<file path="src/rtl/pirq_pkg.sv">
//------------------------------------------------
// peripheral interrupt enable/priority constants
//------------------------------------------------
package pirq_pkg;
   localparam int unsigned PIRQ_AW = 12;  // register address width
   localparam int unsigned PIRQ_DW = 8;   // register data width
   localparam int unsigned PIRQ_NG = 5;   // source groups of eight
   // register offsets
   localparam logic [11:0] PIRQ_EN4_OFS = 12'hF8E;
   localparam logic [11:0] PIRQ_EN5_OFS = 12'hF91;
   localparam logic [11:0] PIRQ_PR1_OFS = 12'hF9F;
   localparam logic [11:0] PIRQ_EN2_OFS = 12'hFA0;
   localparam logic [11:0] PIRQ_PR2_OFS = 12'hFA2;
   localparam logic [11:0] PIRQ_EN3_OFS = 12'hFA3;
   localparam logic [11:0] PIRQ_PR3_OFS = 12'hFA5;
   localparam logic [11:0] PIRQ_CTL_OFS = 12'hFE0;  // global mode bits
   localparam logic [11:0] PIRQ_IST_OFS = 12'hFE1;  // sticky status, ro
   localparam logic [11:0] PIRQ_ICL_OFS = 12'hFE2;  // status clear, wo
   localparam logic [11:0] PIRQ_IEN_OFS = 12'hFE3;  // status enable
   // field positions
   localparam int unsigned PIRQ_CTL_GLOBAL_PRIORITY_ENABLE_BIT = 7;  // global_priority_enable
   localparam int unsigned PIRQ_CTL_GLOBAL_PERIPHERAL_IRQ_ENABLE_BIT = 6;  // global_peripheral_irq_enable
   localparam int unsigned PIRQ_EV_HI_BIT = 0;     // high request raised
   localparam int unsigned PIRQ_EV_LO_BIT = 1;     // low request raised
   localparam int unsigned PIRQ_PR1_PMP_BIT = 7;   // parallel_port_irq_prio
   // masks of implemented bits
   localparam logic [7:0] PIRQ_EN5_MASK = 8'h3F;
   localparam logic [7:0] PIRQ_CTL_MASK = 8'hC0;
   localparam logic [1:0] PIRQ_EV_MASK = 2'h3;
   // reset values
   localparam logic [7:0] PIRQ_EN_RST = 8'h00;
   localparam logic [7:0] PIRQ_PR_RST = 8'hFF;
   localparam logic [7:0] PIRQ_CTL_RST = 8'h00;
   localparam logic [1:0] PIRQ_EV_RST = 2'h0;
endpackage : pirq_pkg

</file>
<file path="src/rtl/pirq_ctrl.sv">
`timescale 1ns/10ps
`default_nettype none
module pirq_ctrl
   import pirq_pkg::*;
#(
   parameter bit SMALL_PKG = 1'b0  // reduced pin count variant
) (
   input wire logic mclk,
   input wire logic rst_n,
   input wire logic [PIRQ_AW-1:0] reg_addr,
   input wire logic [PIRQ_DW-1:0] reg_wdata,
   input wire logic reg_wr,
   input wire logic reg_rd,
   output logic [PIRQ_DW-1:0] reg_rdata,
   input wire logic [7:0] flags_1,   // latched event flags per group
   input wire logic [7:0] flags_2,
   input wire logic [7:0] flags_3,
   input wire logic [7:0] flags_4,
   input wire logic [7:0] flags_5,
   input wire logic [7:0] enable_1,  // first enable register, held outside
   input wire logic [7:0] prio_4,    // fourth and fifth priority, outside
   input wire logic [7:0] prio_5,
   output logic irq_high,            // high level (or single level) request
   output logic irq_low,             // low level request
   output logic irq_out              // enabled sticky status pending
);

   //------------------------------------------------
   // register storage
   //------------------------------------------------
   logic [7:0] periph_irq_enable_2_r;   // osc fail .. capcmp2
   logic [7:0] periph_irq_enable_3_r;   // serial2 .. rtc
   logic [7:0] periph_irq_enable_4_r;   // capcmp 10..4, capcmp3
   logic [7:0] periph_irq_enable_5_r;   // comparator3 .. timer1 gate
   logic [7:0] periph_irq_priority_1_r; // parallel port .. timer1 ovf
   logic [7:0] periph_irq_priority_2_r;
   logic [7:0] periph_irq_priority_3_r;
   logic global_priority_enable_r;      // two level mode
   logic global_peripheral_irq_enable_r; // single level gate
   logic [1:0] evt_status_r;            // sticky events
   logic [1:0] evt_enable_r;            // event to irq_out mask
   logic irq_high_r;
   logic irq_low_r;
   logic irq_high_d_r;                  // previous request, edge find
   logic irq_low_d_r;
   logic [7:0] pr1_mask;                // implemented priority one bits

   // decoded write strobes
   logic wr_en2, wr_en3, wr_en4, wr_en5;
   logic wr_pr1, wr_pr2, wr_pr3, wr_ctl, wr_icl, wr_ien;

   //------------------------------------------------
   // address decode
   //------------------------------------------------
   assign wr_en2 = reg_wr && (reg_addr == PIRQ_EN2_OFS);
   assign wr_en3 = reg_wr && (reg_addr == PIRQ_EN3_OFS);
   assign wr_en4 = reg_wr && (reg_addr == PIRQ_EN4_OFS);
   assign wr_en5 = reg_wr && (reg_addr == PIRQ_EN5_OFS);
   assign wr_pr1 = reg_wr && (reg_addr == PIRQ_PR1_OFS);
   assign wr_pr2 = reg_wr && (reg_addr == PIRQ_PR2_OFS);
   assign wr_pr3 = reg_wr && (reg_addr == PIRQ_PR3_OFS);
   assign wr_ctl = reg_wr && (reg_addr == PIRQ_CTL_OFS);
   assign wr_icl = reg_wr && (reg_addr == PIRQ_ICL_OFS);
   assign wr_ien = reg_wr && (reg_addr == PIRQ_IEN_OFS);

   // parallel port priority absent on the small package
   assign pr1_mask = SMALL_PKG ? ~(8'h01 << PIRQ_PR1_PMP_BIT) : 8'hFF;

   //------------------------------------------------
   // enable registers
   //------------------------------------------------
   // plain read/write, cleared at reset
   always_ff @(posedge mclk) begin
      if (!rst_n) begin
         periph_irq_enable_2_r <= PIRQ_EN_RST;
         periph_irq_enable_3_r <= PIRQ_EN_RST;
         periph_irq_enable_4_r <= PIRQ_EN_RST;
         periph_irq_enable_5_r <= PIRQ_EN_RST;
      end else begin
         if (wr_en2) begin
            periph_irq_enable_2_r <= reg_wdata;
         end
         if (wr_en3) begin
            periph_irq_enable_3_r <= reg_wdata;
         end
         if (wr_en4) begin
            periph_irq_enable_4_r <= reg_wdata;
         end
         if (wr_en5) begin
            // top two bits do not exist
            periph_irq_enable_5_r <= reg_wdata & PIRQ_EN5_MASK;
         end
      end
   end

   //------------------------------------------------
   // priority registers
   //------------------------------------------------
   // set at reset, so group 1 to 3 sources start high, bar parallel port on the small package
   always_ff @(posedge mclk) begin
      if (!rst_n) begin
         periph_irq_priority_1_r <= PIRQ_PR_RST & pr1_mask;
         periph_irq_priority_2_r <= PIRQ_PR_RST;
         periph_irq_priority_3_r <= PIRQ_PR_RST;
      end else begin
         if (wr_pr1) begin
            periph_irq_priority_1_r <= reg_wdata & pr1_mask;
         end
         if (wr_pr2) begin
            periph_irq_priority_2_r <= reg_wdata;
         end
         if (wr_pr3) begin
            periph_irq_priority_3_r <= reg_wdata;
         end
      end
   end

   //------------------------------------------------
   // global mode bits
   //------------------------------------------------
   always_ff @(posedge mclk) begin
      if (!rst_n) begin
         global_priority_enable_r <= PIRQ_CTL_RST[PIRQ_CTL_GLOBAL_PRIORITY_ENABLE_BIT];
         global_peripheral_irq_enable_r <= PIRQ_CTL_RST[PIRQ_CTL_GLOBAL_PERIPHERAL_IRQ_ENABLE_BIT];
      end else if (wr_ctl) begin
         global_priority_enable_r <= reg_wdata[PIRQ_CTL_GLOBAL_PRIORITY_ENABLE_BIT];
         global_peripheral_irq_enable_r <= reg_wdata[PIRQ_CTL_GLOBAL_PERIPHERAL_IRQ_ENABLE_BIT];
      end
   end

   //------------------------------------------------
   // per group request sort
   //------------------------------------------------
   logic [7:0] grp_flag [PIRQ_NG];  // event flags by group
   logic [7:0] grp_en [PIRQ_NG];    // enables by group
   logic [7:0] grp_pr [PIRQ_NG];    // priorities by group
   logic [PIRQ_NG-1:0] grp_act;     // any enabled flag
   logic [PIRQ_NG-1:0] grp_hi;      // any enabled high source
   logic [PIRQ_NG-1:0] grp_lo;      // any enabled low source

   assign grp_flag[0] = flags_1;
   assign grp_flag[1] = flags_2;
   assign grp_flag[2] = flags_3;
   assign grp_flag[3] = flags_4;
   assign grp_flag[4] = flags_5;
   assign grp_en[0] = enable_1;
   assign grp_en[1] = periph_irq_enable_2_r;
   assign grp_en[2] = periph_irq_enable_3_r;
   assign grp_en[3] = periph_irq_enable_4_r;
   assign grp_en[4] = periph_irq_enable_5_r;
   assign grp_pr[0] = periph_irq_priority_1_r;
   assign grp_pr[1] = periph_irq_priority_2_r;
   assign grp_pr[2] = periph_irq_priority_3_r;
   assign grp_pr[3] = prio_4;
   assign grp_pr[4] = prio_5;

   genvar g;
   generate
      for (g = 0; g < PIRQ_NG; g++) begin : g_grp
         // enable gates flag, priority picks level
         assign grp_act[g] = |(grp_flag[g] & grp_en[g]);
         assign grp_hi[g] = |(grp_flag[g] & grp_en[g] & grp_pr[g]);
         assign grp_lo[g] = |(grp_flag[g] & grp_en[g] & ~grp_pr[g]);
      end
   endgenerate

   //------------------------------------------------
   // request outputs
   //------------------------------------------------
   logic irq_high_nxt;
   logic irq_low_nxt;

   // single level: everything on the high line, behind the peripheral gate
   always_comb begin
      if (global_priority_enable_r) begin
         irq_high_nxt = |grp_hi;
         irq_low_nxt = |grp_lo;
      end else begin
         irq_high_nxt = global_peripheral_irq_enable_r && (|grp_act);
         irq_low_nxt = 1'b0;
      end
   end

   // one register stage: mask edits show next edge
   always_ff @(posedge mclk) begin
      if (!rst_n) begin
         irq_high_r <= 1'b0;
         irq_low_r <= 1'b0;
         irq_high_d_r <= 1'b0;
         irq_low_d_r <= 1'b0;
      end else begin
         irq_high_r <= irq_high_nxt;
         irq_low_r <= irq_low_nxt;
         irq_high_d_r <= irq_high_r;
         irq_low_d_r <= irq_low_r;
      end
   end

   assign irq_high = irq_high_r;
   assign irq_low = irq_low_r;

   //------------------------------------------------
   // sticky event status
   //------------------------------------------------
   logic [1:0] evt_set;  // rising edges of the request lines

   assign evt_set = {irq_low_r & ~irq_low_d_r, irq_high_r & ~irq_high_d_r};

   // set beats a clear in the same cycle
   always_ff @(posedge mclk) begin
      if (!rst_n) begin
         evt_status_r <= PIRQ_EV_RST;
      end else begin
         evt_status_r <= (evt_status_r & ~(wr_icl ? reg_wdata[1:0] : 2'h0)) | evt_set;
      end
   end

   // event enable
   always_ff @(posedge mclk) begin
      if (!rst_n) begin
         evt_enable_r <= PIRQ_EV_RST;
      end else if (wr_ien) begin
         evt_enable_r <= reg_wdata[1:0] & PIRQ_EV_MASK;
      end
   end

   assign irq_out = |(evt_status_r & evt_enable_r);

   //------------------------------------------------
   // read port
   //------------------------------------------------
   logic [7:0] rd_nxt;

   // unmapped and write-only offsets read zero
   always_comb begin
      case (reg_addr)
         PIRQ_EN2_OFS: rd_nxt = periph_irq_enable_2_r;
         PIRQ_EN3_OFS: rd_nxt = periph_irq_enable_3_r;
         PIRQ_EN4_OFS: rd_nxt = periph_irq_enable_4_r;
         PIRQ_EN5_OFS: rd_nxt = periph_irq_enable_5_r & PIRQ_EN5_MASK;
         PIRQ_PR1_OFS: rd_nxt = periph_irq_priority_1_r & pr1_mask;
         PIRQ_PR2_OFS: rd_nxt = periph_irq_priority_2_r;
         PIRQ_PR3_OFS: rd_nxt = periph_irq_priority_3_r;
         PIRQ_CTL_OFS: rd_nxt = {global_priority_enable_r,
                                 global_peripheral_irq_enable_r, 6'h00};
         PIRQ_IST_OFS: rd_nxt = {6'h00, evt_status_r};
         PIRQ_IEN_OFS: rd_nxt = {6'h00, evt_enable_r};
         default: rd_nxt = 8'h00;
      endcase
   end

   // data valid only in the cycle after the strobe
   always_ff @(posedge mclk) begin
      if (!rst_n) begin
         reg_rdata <= 8'h00;
      end else if (reg_rd) begin
         reg_rdata <= rd_nxt;
      end else begin
         reg_rdata <= 8'h00;
      end
   end
endmodule : pirq_ctrl
`default_nettype wire

</file>
<file path="config.mk">
export PLATFORM = sky130hd
export DESIGN_NAME = pirq_ctrl
export DESIGN_NICKNAME = d
export VERILOG_FILES = /design/src/rtl/pirq_pkg.sv /design/src/rtl/pirq_ctrl.sv
export SDC_FILE = /design/constraint.sdc
export NUM_CORES = 1
export LEC_CHECK = 0
export ABC_AREA = 1
export ABC_CLOCK_PERIOD_IN_PS = 1390
export BUFFER_PORTS_ARGS = -buffer_cell sky130_fd_sc_hd__buf_2
export CAP_MARGIN = 20
export CELL_PAD_IN_SITES_DETAIL_PLACEMENT = 1
export CELL_PAD_IN_SITES_GLOBAL_PLACEMENT = 1
export CORE_AREA = 2 2 109 111
export DETAILED_ROUTE_END_ITERATION = 8
export DIE_AREA = 0 0 111 113
export PLACE_DENSITY = 0.8
export SLEW_MARGIN = 20
export SYNTH_ARGS = -nofsm -noshare
export SYNTH_HDL_FRONTEND = slang
export SYNTH_SLANG_ARGS = --single-unit
</file>
<file path="constraint.sdc">
create_clock -name mclk -period 1.39 [get_ports mclk]
set_input_delay 0.0695 -clock mclk [delete_from_list [all_inputs] [get_ports mclk]]
set_output_delay 0.0695 -clock mclk [all_outputs]
set_load 0.05 [all_outputs]
</file>
* Word level (Yosys, flattened, before mapping)
Cells that the tools add are included.
** Cells by class
- Eq/ne operators :: 11
- Bitwise gates (word level) :: 28
- Multiplexer cells :: 3
- Reduce and logical (&&, ||, !) cells :: 17
** Operators by type and width (number)
- 12-bit equality test, second input constant :: 11
- 40-bit OR reduction :: 3
- 8-bit bitwise AND :: 14
- 8-bit case mux with 10 select lines :: 1
- 8-bit inverter :: 5
- 1-bit logical AND :: 11
- 8-bit by 6-bit bitwise AND with 8-bit output :: 1
- 2-bit bitwise AND :: 2
- 2-bit AND reduction :: 2
- 1-bit bitwise AND :: 2
- 2-bit 2-to-1 mux :: 1
- 1-bit inverter :: 2
- 2-bit inverter :: 1
- 2-bit OR :: 1
- 2-bit OR reduction :: 1
- 1-bit 2-to-1 mux :: 1
** Storage, ports and cells
- Word-level logic and storage cells :: 75
- Register bits :: 72
- Input port bits :: 88
- Output and inout port bits :: 11

* Depth between registers and ports, before layout
- Depth in word-level cells :: 6
- Mapped depth :: 10

* Worst setup path before layout
Ideal clock, no wire load.
- Path kind :: input port to flip-flop
- From :: input port reg_addr[9]
- To :: register periph_irq_priority_2_r[5]
- Stages :: 9
- Setup time :: 0.137 ns
- Slack :: 0.220 ns
- Path buffers :: 2
- Arrival time :: 1.033 ns
- Required time :: 1.253 ns
- Path through :: nand2_1 > nor2_4 > nand3_2 > buf_6 > nor2_4 > nand2_2 > buf_6 > nand2_1 > o211ai_2
** On the way
- Word-level cells in the longest chain between the ends :: 2
** Ends and longest elaborated chain
- from (decl) :: RTL line pirq_ctrl.sv:10 : input wire logic [PIRQ_AW-1:0] reg_addr,
- 12-bit equality test :: RTL line pirq_ctrl.sv:60 : assign wr_pr2 = reg_wr && (reg_addr == PIRQ_PR2_OFS);
- 1-bit logical AND :: RTL line pirq_ctrl.sv:60
- to (signal assigned) :: RTL line pirq_ctrl.sv:110 : periph_irq_priority_2_r <= reg_wdata;
- to (decl) :: RTL line pirq_ctrl.sv:36 : logic [7:0] periph_irq_priority_2_r;
No other way between the ends.
A chain may end at the register's enable or synchronous reset.

* Worst setup path in the final report
- From :: register periph_irq_enable_2_r[2]
- To :: register irq_low_r, in the netlist irq_low
** On the way
- Word-level cells in the longest chain between the ends :: 3
** Ends and longest elaborated chain
- from (decl) :: RTL line pirq_ctrl.sv:31 : logic [7:0] periph_irq_enable_2_r;
- from (signal assigned) :: RTL line pirq_ctrl.sv:81 : periph_irq_enable_2_r <= reg_wdata;
- 8-bit bitwise AND (2 in a row) :: RTL line pirq_ctrl.sv:163 : assign grp_lo[g] = |(grp_flag[g] & grp_en[g] & ~grp_pr[g]);
- 40-bit OR reduction :: RTL line pirq_ctrl.sv:177 : irq_low_nxt = |grp_lo;
- to (signal assigned) :: RTL line pirq_ctrl.sv:193 : irq_low_r <= irq_low_nxt;
- to (decl) :: RTL line pirq_ctrl.sv:43 : logic irq_low_r;
No other way between the ends.

==> results.py <==
metrics = {
    "power_and_ir_drop": {
        "power.density_nw_per_um2": 939,
        "p_leak_nw": 2.88,
        "p_sw_w": 0.00122,
        "power.share.switching_pct": 22.8,
        "comb_power_share_pct": 8.5,
        "clockPowerShare_pct": 53.0,
        "max-vdd-ir-drop_v": 0.000823,
        "internal-power_w": 0.00413,
        "power.share.sequential_pct": 38.6,
    },
    "global_routing": {
        "grt_util_met1_pct": 36.5,
        "grt_max_degree": 48,
        "grt_pass1_vias": 5472,
        "use_met2_pct": 51.1,
        "grt_first_pass_wirelength_mm": 29.2,
        "globalRouteOverflowTotal": 0,
        "track_usage_pct": 30.4,
        "antenna_found_initial": 0,
        "met3_usage_pct": 7.55,
        "gr-max-usage-layer": "met2",
    },
    "synthesis": {
        "syn_inst": 634,
        "synth_cell_types": 32,
        "synth_area_um2": 4190,
        "async_reset_ff_share_pct": 0,
        "synth.avg_cell_area_um2": 6.61,
        "ys_seq_area_share_pct": 34.4,
        "synth_ff_type": "dfxtp_1",
        "ys_ff_latch": 72,
        "synth_fp_nets": 722,
        "ys_warn_count": 0,
        "synth_edf_count": 0,
    },
    "layout": {
        "multi_input_area_um2": 2500,
        "fin_util_pct": 50.5,
        "area_delta_synth_final_pct": 35.9,
        "antenna_cells": 0,
        "nNetsFinal": 869,
        "seqCellArea_um2": 1460,
        "fillers": 1509,
        "final_layout_size_suffix_gt1_share_pct": 30.9,
    },
    "sta": {
        "fin_skew_ps": 4.49,
        "max_freq_mhz": 732,
        "slew_headroom_pct": 55.9,
        "worst_slew_pin_slew_ps": 659,
        "hold_viol_final": 0,
        "maxSlewViolCount": 0,
        "grt_setup_unrepaired": "yes",
        "fin_crit_sh_pct": 98.3,
        "tns_ps": 0,
        "finalCriticalPeriod_ps": 1370,
        "finalSetupViolations": 0,
    },
    "routing": {
        "drc": 0,
        "post_drt_wl_per_cell_um": 20.1,
        "dr_total_vias": 5145,
        "drt-total-wl_mm": 18.7,
        "antenna_left": 0,
        "vias_per_cell": 5.54,
        "drt_first_pass_iters": 5,
        "first_iter_violations": 371,
    },
    "run": {
        "drv_cap": 0,
    },
    "floorplan": {
        "io_pins": 99,
        "core_area_um2": 11300,
        "start_util_pct": 37.2,
        "die-area_um2": 12500,
        "rows": 39,
        "dieWidth_um": 111,
        "die-height_um": 113,
    },
    "hold_path": {
        "hold-path-endpoint": "periph_irq_enable_4_r[0]",
        "holdPathStages": 3,
        "holdCritPathClass": "primary input to flop",
        "hold_start": "reg_wdata[0]",
    },
    "clocking": {
        "root_buffer": "clkbuf_16",
        "clkLatencyLatePin_ps": 350,
        "cts_buffers": 9,
        "cts_tree": "built",
        "cts_sinks": 72,
        "clk_pin_slew_worst_paths_ps": 60,
        "clockBufferDepth": 2,
        "htreeDepth": 3,
    },
    "placement": {
        "io_buffers": 94,
        "place.gp.congestion": 1.00,
        "dp_hpwl_mm": 14.4,
    },
    "critical_path": {
        "path_class": "flop to flop",
        "ff2ff_setup_slack_ps": 20,
        "r2r-start": "periph_irq_enable_2_r[2]",
        "crit_fanout": 4,
        "end_kind": "flop",
        "r2r-end": "irq_low",
        "startpoint_type": "flop",
        "ff2ff_path_depth": 8,
        "worst_ep_arrival_time_ps": 1620,
        "required_ps": 1640,
    },
    "status": {
        "status": "finished, final reports clean",
    },
}
==> worst max-delay path by stage <==
stage                                from                    endpoint  slack [ps]  depth (start not counted)
4_1_cts          periph_irq_enable_4_r[0]                    irq_high          10                          8
2_1_floorplan                 reg_addr[9]  periph_irq_priority_2_r[5]         220                          9
3_3_place_gp                  reg_addr[9]                reg_rdata[2]        -140                         10
5_1_grt        periph_irq_priority_3_r[4]                    irq_high         -50                          9
6_report         periph_irq_enable_2_r[2]                     irq_low          20                          8
3_5_place_dp                  reg_addr[9]    periph_irq_enable_2_r[2]        -170                          9
==> routing by layer <==
layer,up-vias,wire (um)
li1,2443,-
met3,57,1230
met4,0,949
met5,-,0
met1,2441,7530
met2,204,9000
==> Yosys cell counts (all sizes together), types with 2 or more instances <==
cell,n,area share [%]
nand2,154,14
nor2,91,9.6
dfxtp,72,34
inv,65,5.8
nand3,63,7.8
o21ai,39,4.8
a21oi,35,4.4
nand4,31,4.8
o211ai,25,5.7
nor3,16,2.2
o22ai,16,2.4
buf,11,2.0
clkbuf,7,0.63
nand3b,3,0.54
a211oi,2,0.36
or2,2,0.30
==> power groups by stage <==
stage / Sequential, W / Combinational (W) / Clock (W)
floorplan: 0.00211 / 0.000154 / 0
global placement: 0.00211 / 0.000412 / 0
detailed placement: 0.00211 / 0.000427 / 0
CTS: 0.00206 / 0.000437 / 0.00288
global route: 0.00206 / 0.000485 / 0.00297
finish: 0.00206 / 0.000452 / 0.00283
==> worst max-delay path: stages (launching register included) <==
cell     delay (ps)
dfxtp_1         360
nand2_1         120
o22ai_1          90
nor2_1          140
nand2_1          70
nor2_1          210
nand3_2         150
nand2_1          90
inv_1            30
==> registers in the layout, indices dropped and copies added, names as in the netlist, 2 cells and up <==
| register | flops |
|---|---|
| periph_irq_priority_3_r | 8 |
| periph_irq_enable_2_r | 8 |
| evt_enable_r | 2 |
| periph_irq_enable_3_r | 8 |
| reg_rdata | 8 |
| periph_irq_enable_5_r | 6 |
| periph_irq_enable_4_r | 8 |
| evt_status_r | 2 |
| periph_irq_priority_1_r | 8 |
| periph_irq_priority_2_r | 8 |
==> kinds of logic (layout without fill, tap and decap cells) <==
kind of cell | count (synthesis) | count (layout) | share of synthesized area [%]
buffers and inverters | 83 | 235 | 8.45
DFF | 72 | 72 | 34.4
and+or+nand+nor | 361 | 361 | 39.3
AOI/OAI and AO/OA | 118 | 118 | 17.8
==> cell usage in the layout, fill, tap and decap left out, types with 3 or more instances in the layout <==
master	Yosys	layout
nand3_2	2	9
o211ai_2	10	10
o21ai_1	4	5
nand3_1	61	53
nor2_4	6	8
o211ai_1	15	15
dfxtp_2	0	11
nor2_1	79	72
dfxtp_1	72	61
inv_2	4	4
a21oi_1	33	33
clkbuf_8	0	3
nor3_1	15	13
o21ai_0	33	32
nand4_1	30	30
o22ai_1	16	16
nor2_2	6	11
buf_2	4	94
nand3b_1	3	3
nand2_2	4	9
clkbuf_16	0	9
nand2_1	150	144
bufinv_16	0	3
inv_1	61	61
buf_4	2	56
==> through the flow <==
stage          std cells  hold slack, ps  power [W]  setup WS, ps  cell area, um2
2_1_floorplan        634             213    0.00226           220            4190
5_1_grt              929            29.1    0.00552         -49.4            5700
3_5_place_dp         910             337    0.00254          -165            5180
4_1_cts              927            16.2    0.00538          14.6            5590
3_3_place_gp         910             334    0.00252          -135            5180
6_report             929            21.3    0.00535          24.0            5700
==> final cells by class <==
type                       count  share of cell area (%)
multi-input combinational    479                    43.9
sequential                    72                    25.5
timing repair buffer         154                    16.7
clock buffer                  12                    4.68
inverter                      65                    4.28
tap                          143                    3.14
clock inverter                 4                    1.74
==> repair_timing <==
item                                   in CTS  in global routing
setup endpoints to repair                   2                  3
endpoints found under the hold margin       1                  0
cloned                                      0                  0
hold buffers                                1                  0
pin swaps                                   3                 15
buffers inserted                            0                  2
gates resized for setup                     9                 31
No activity file was read; power rests on OpenSTA's default activity.
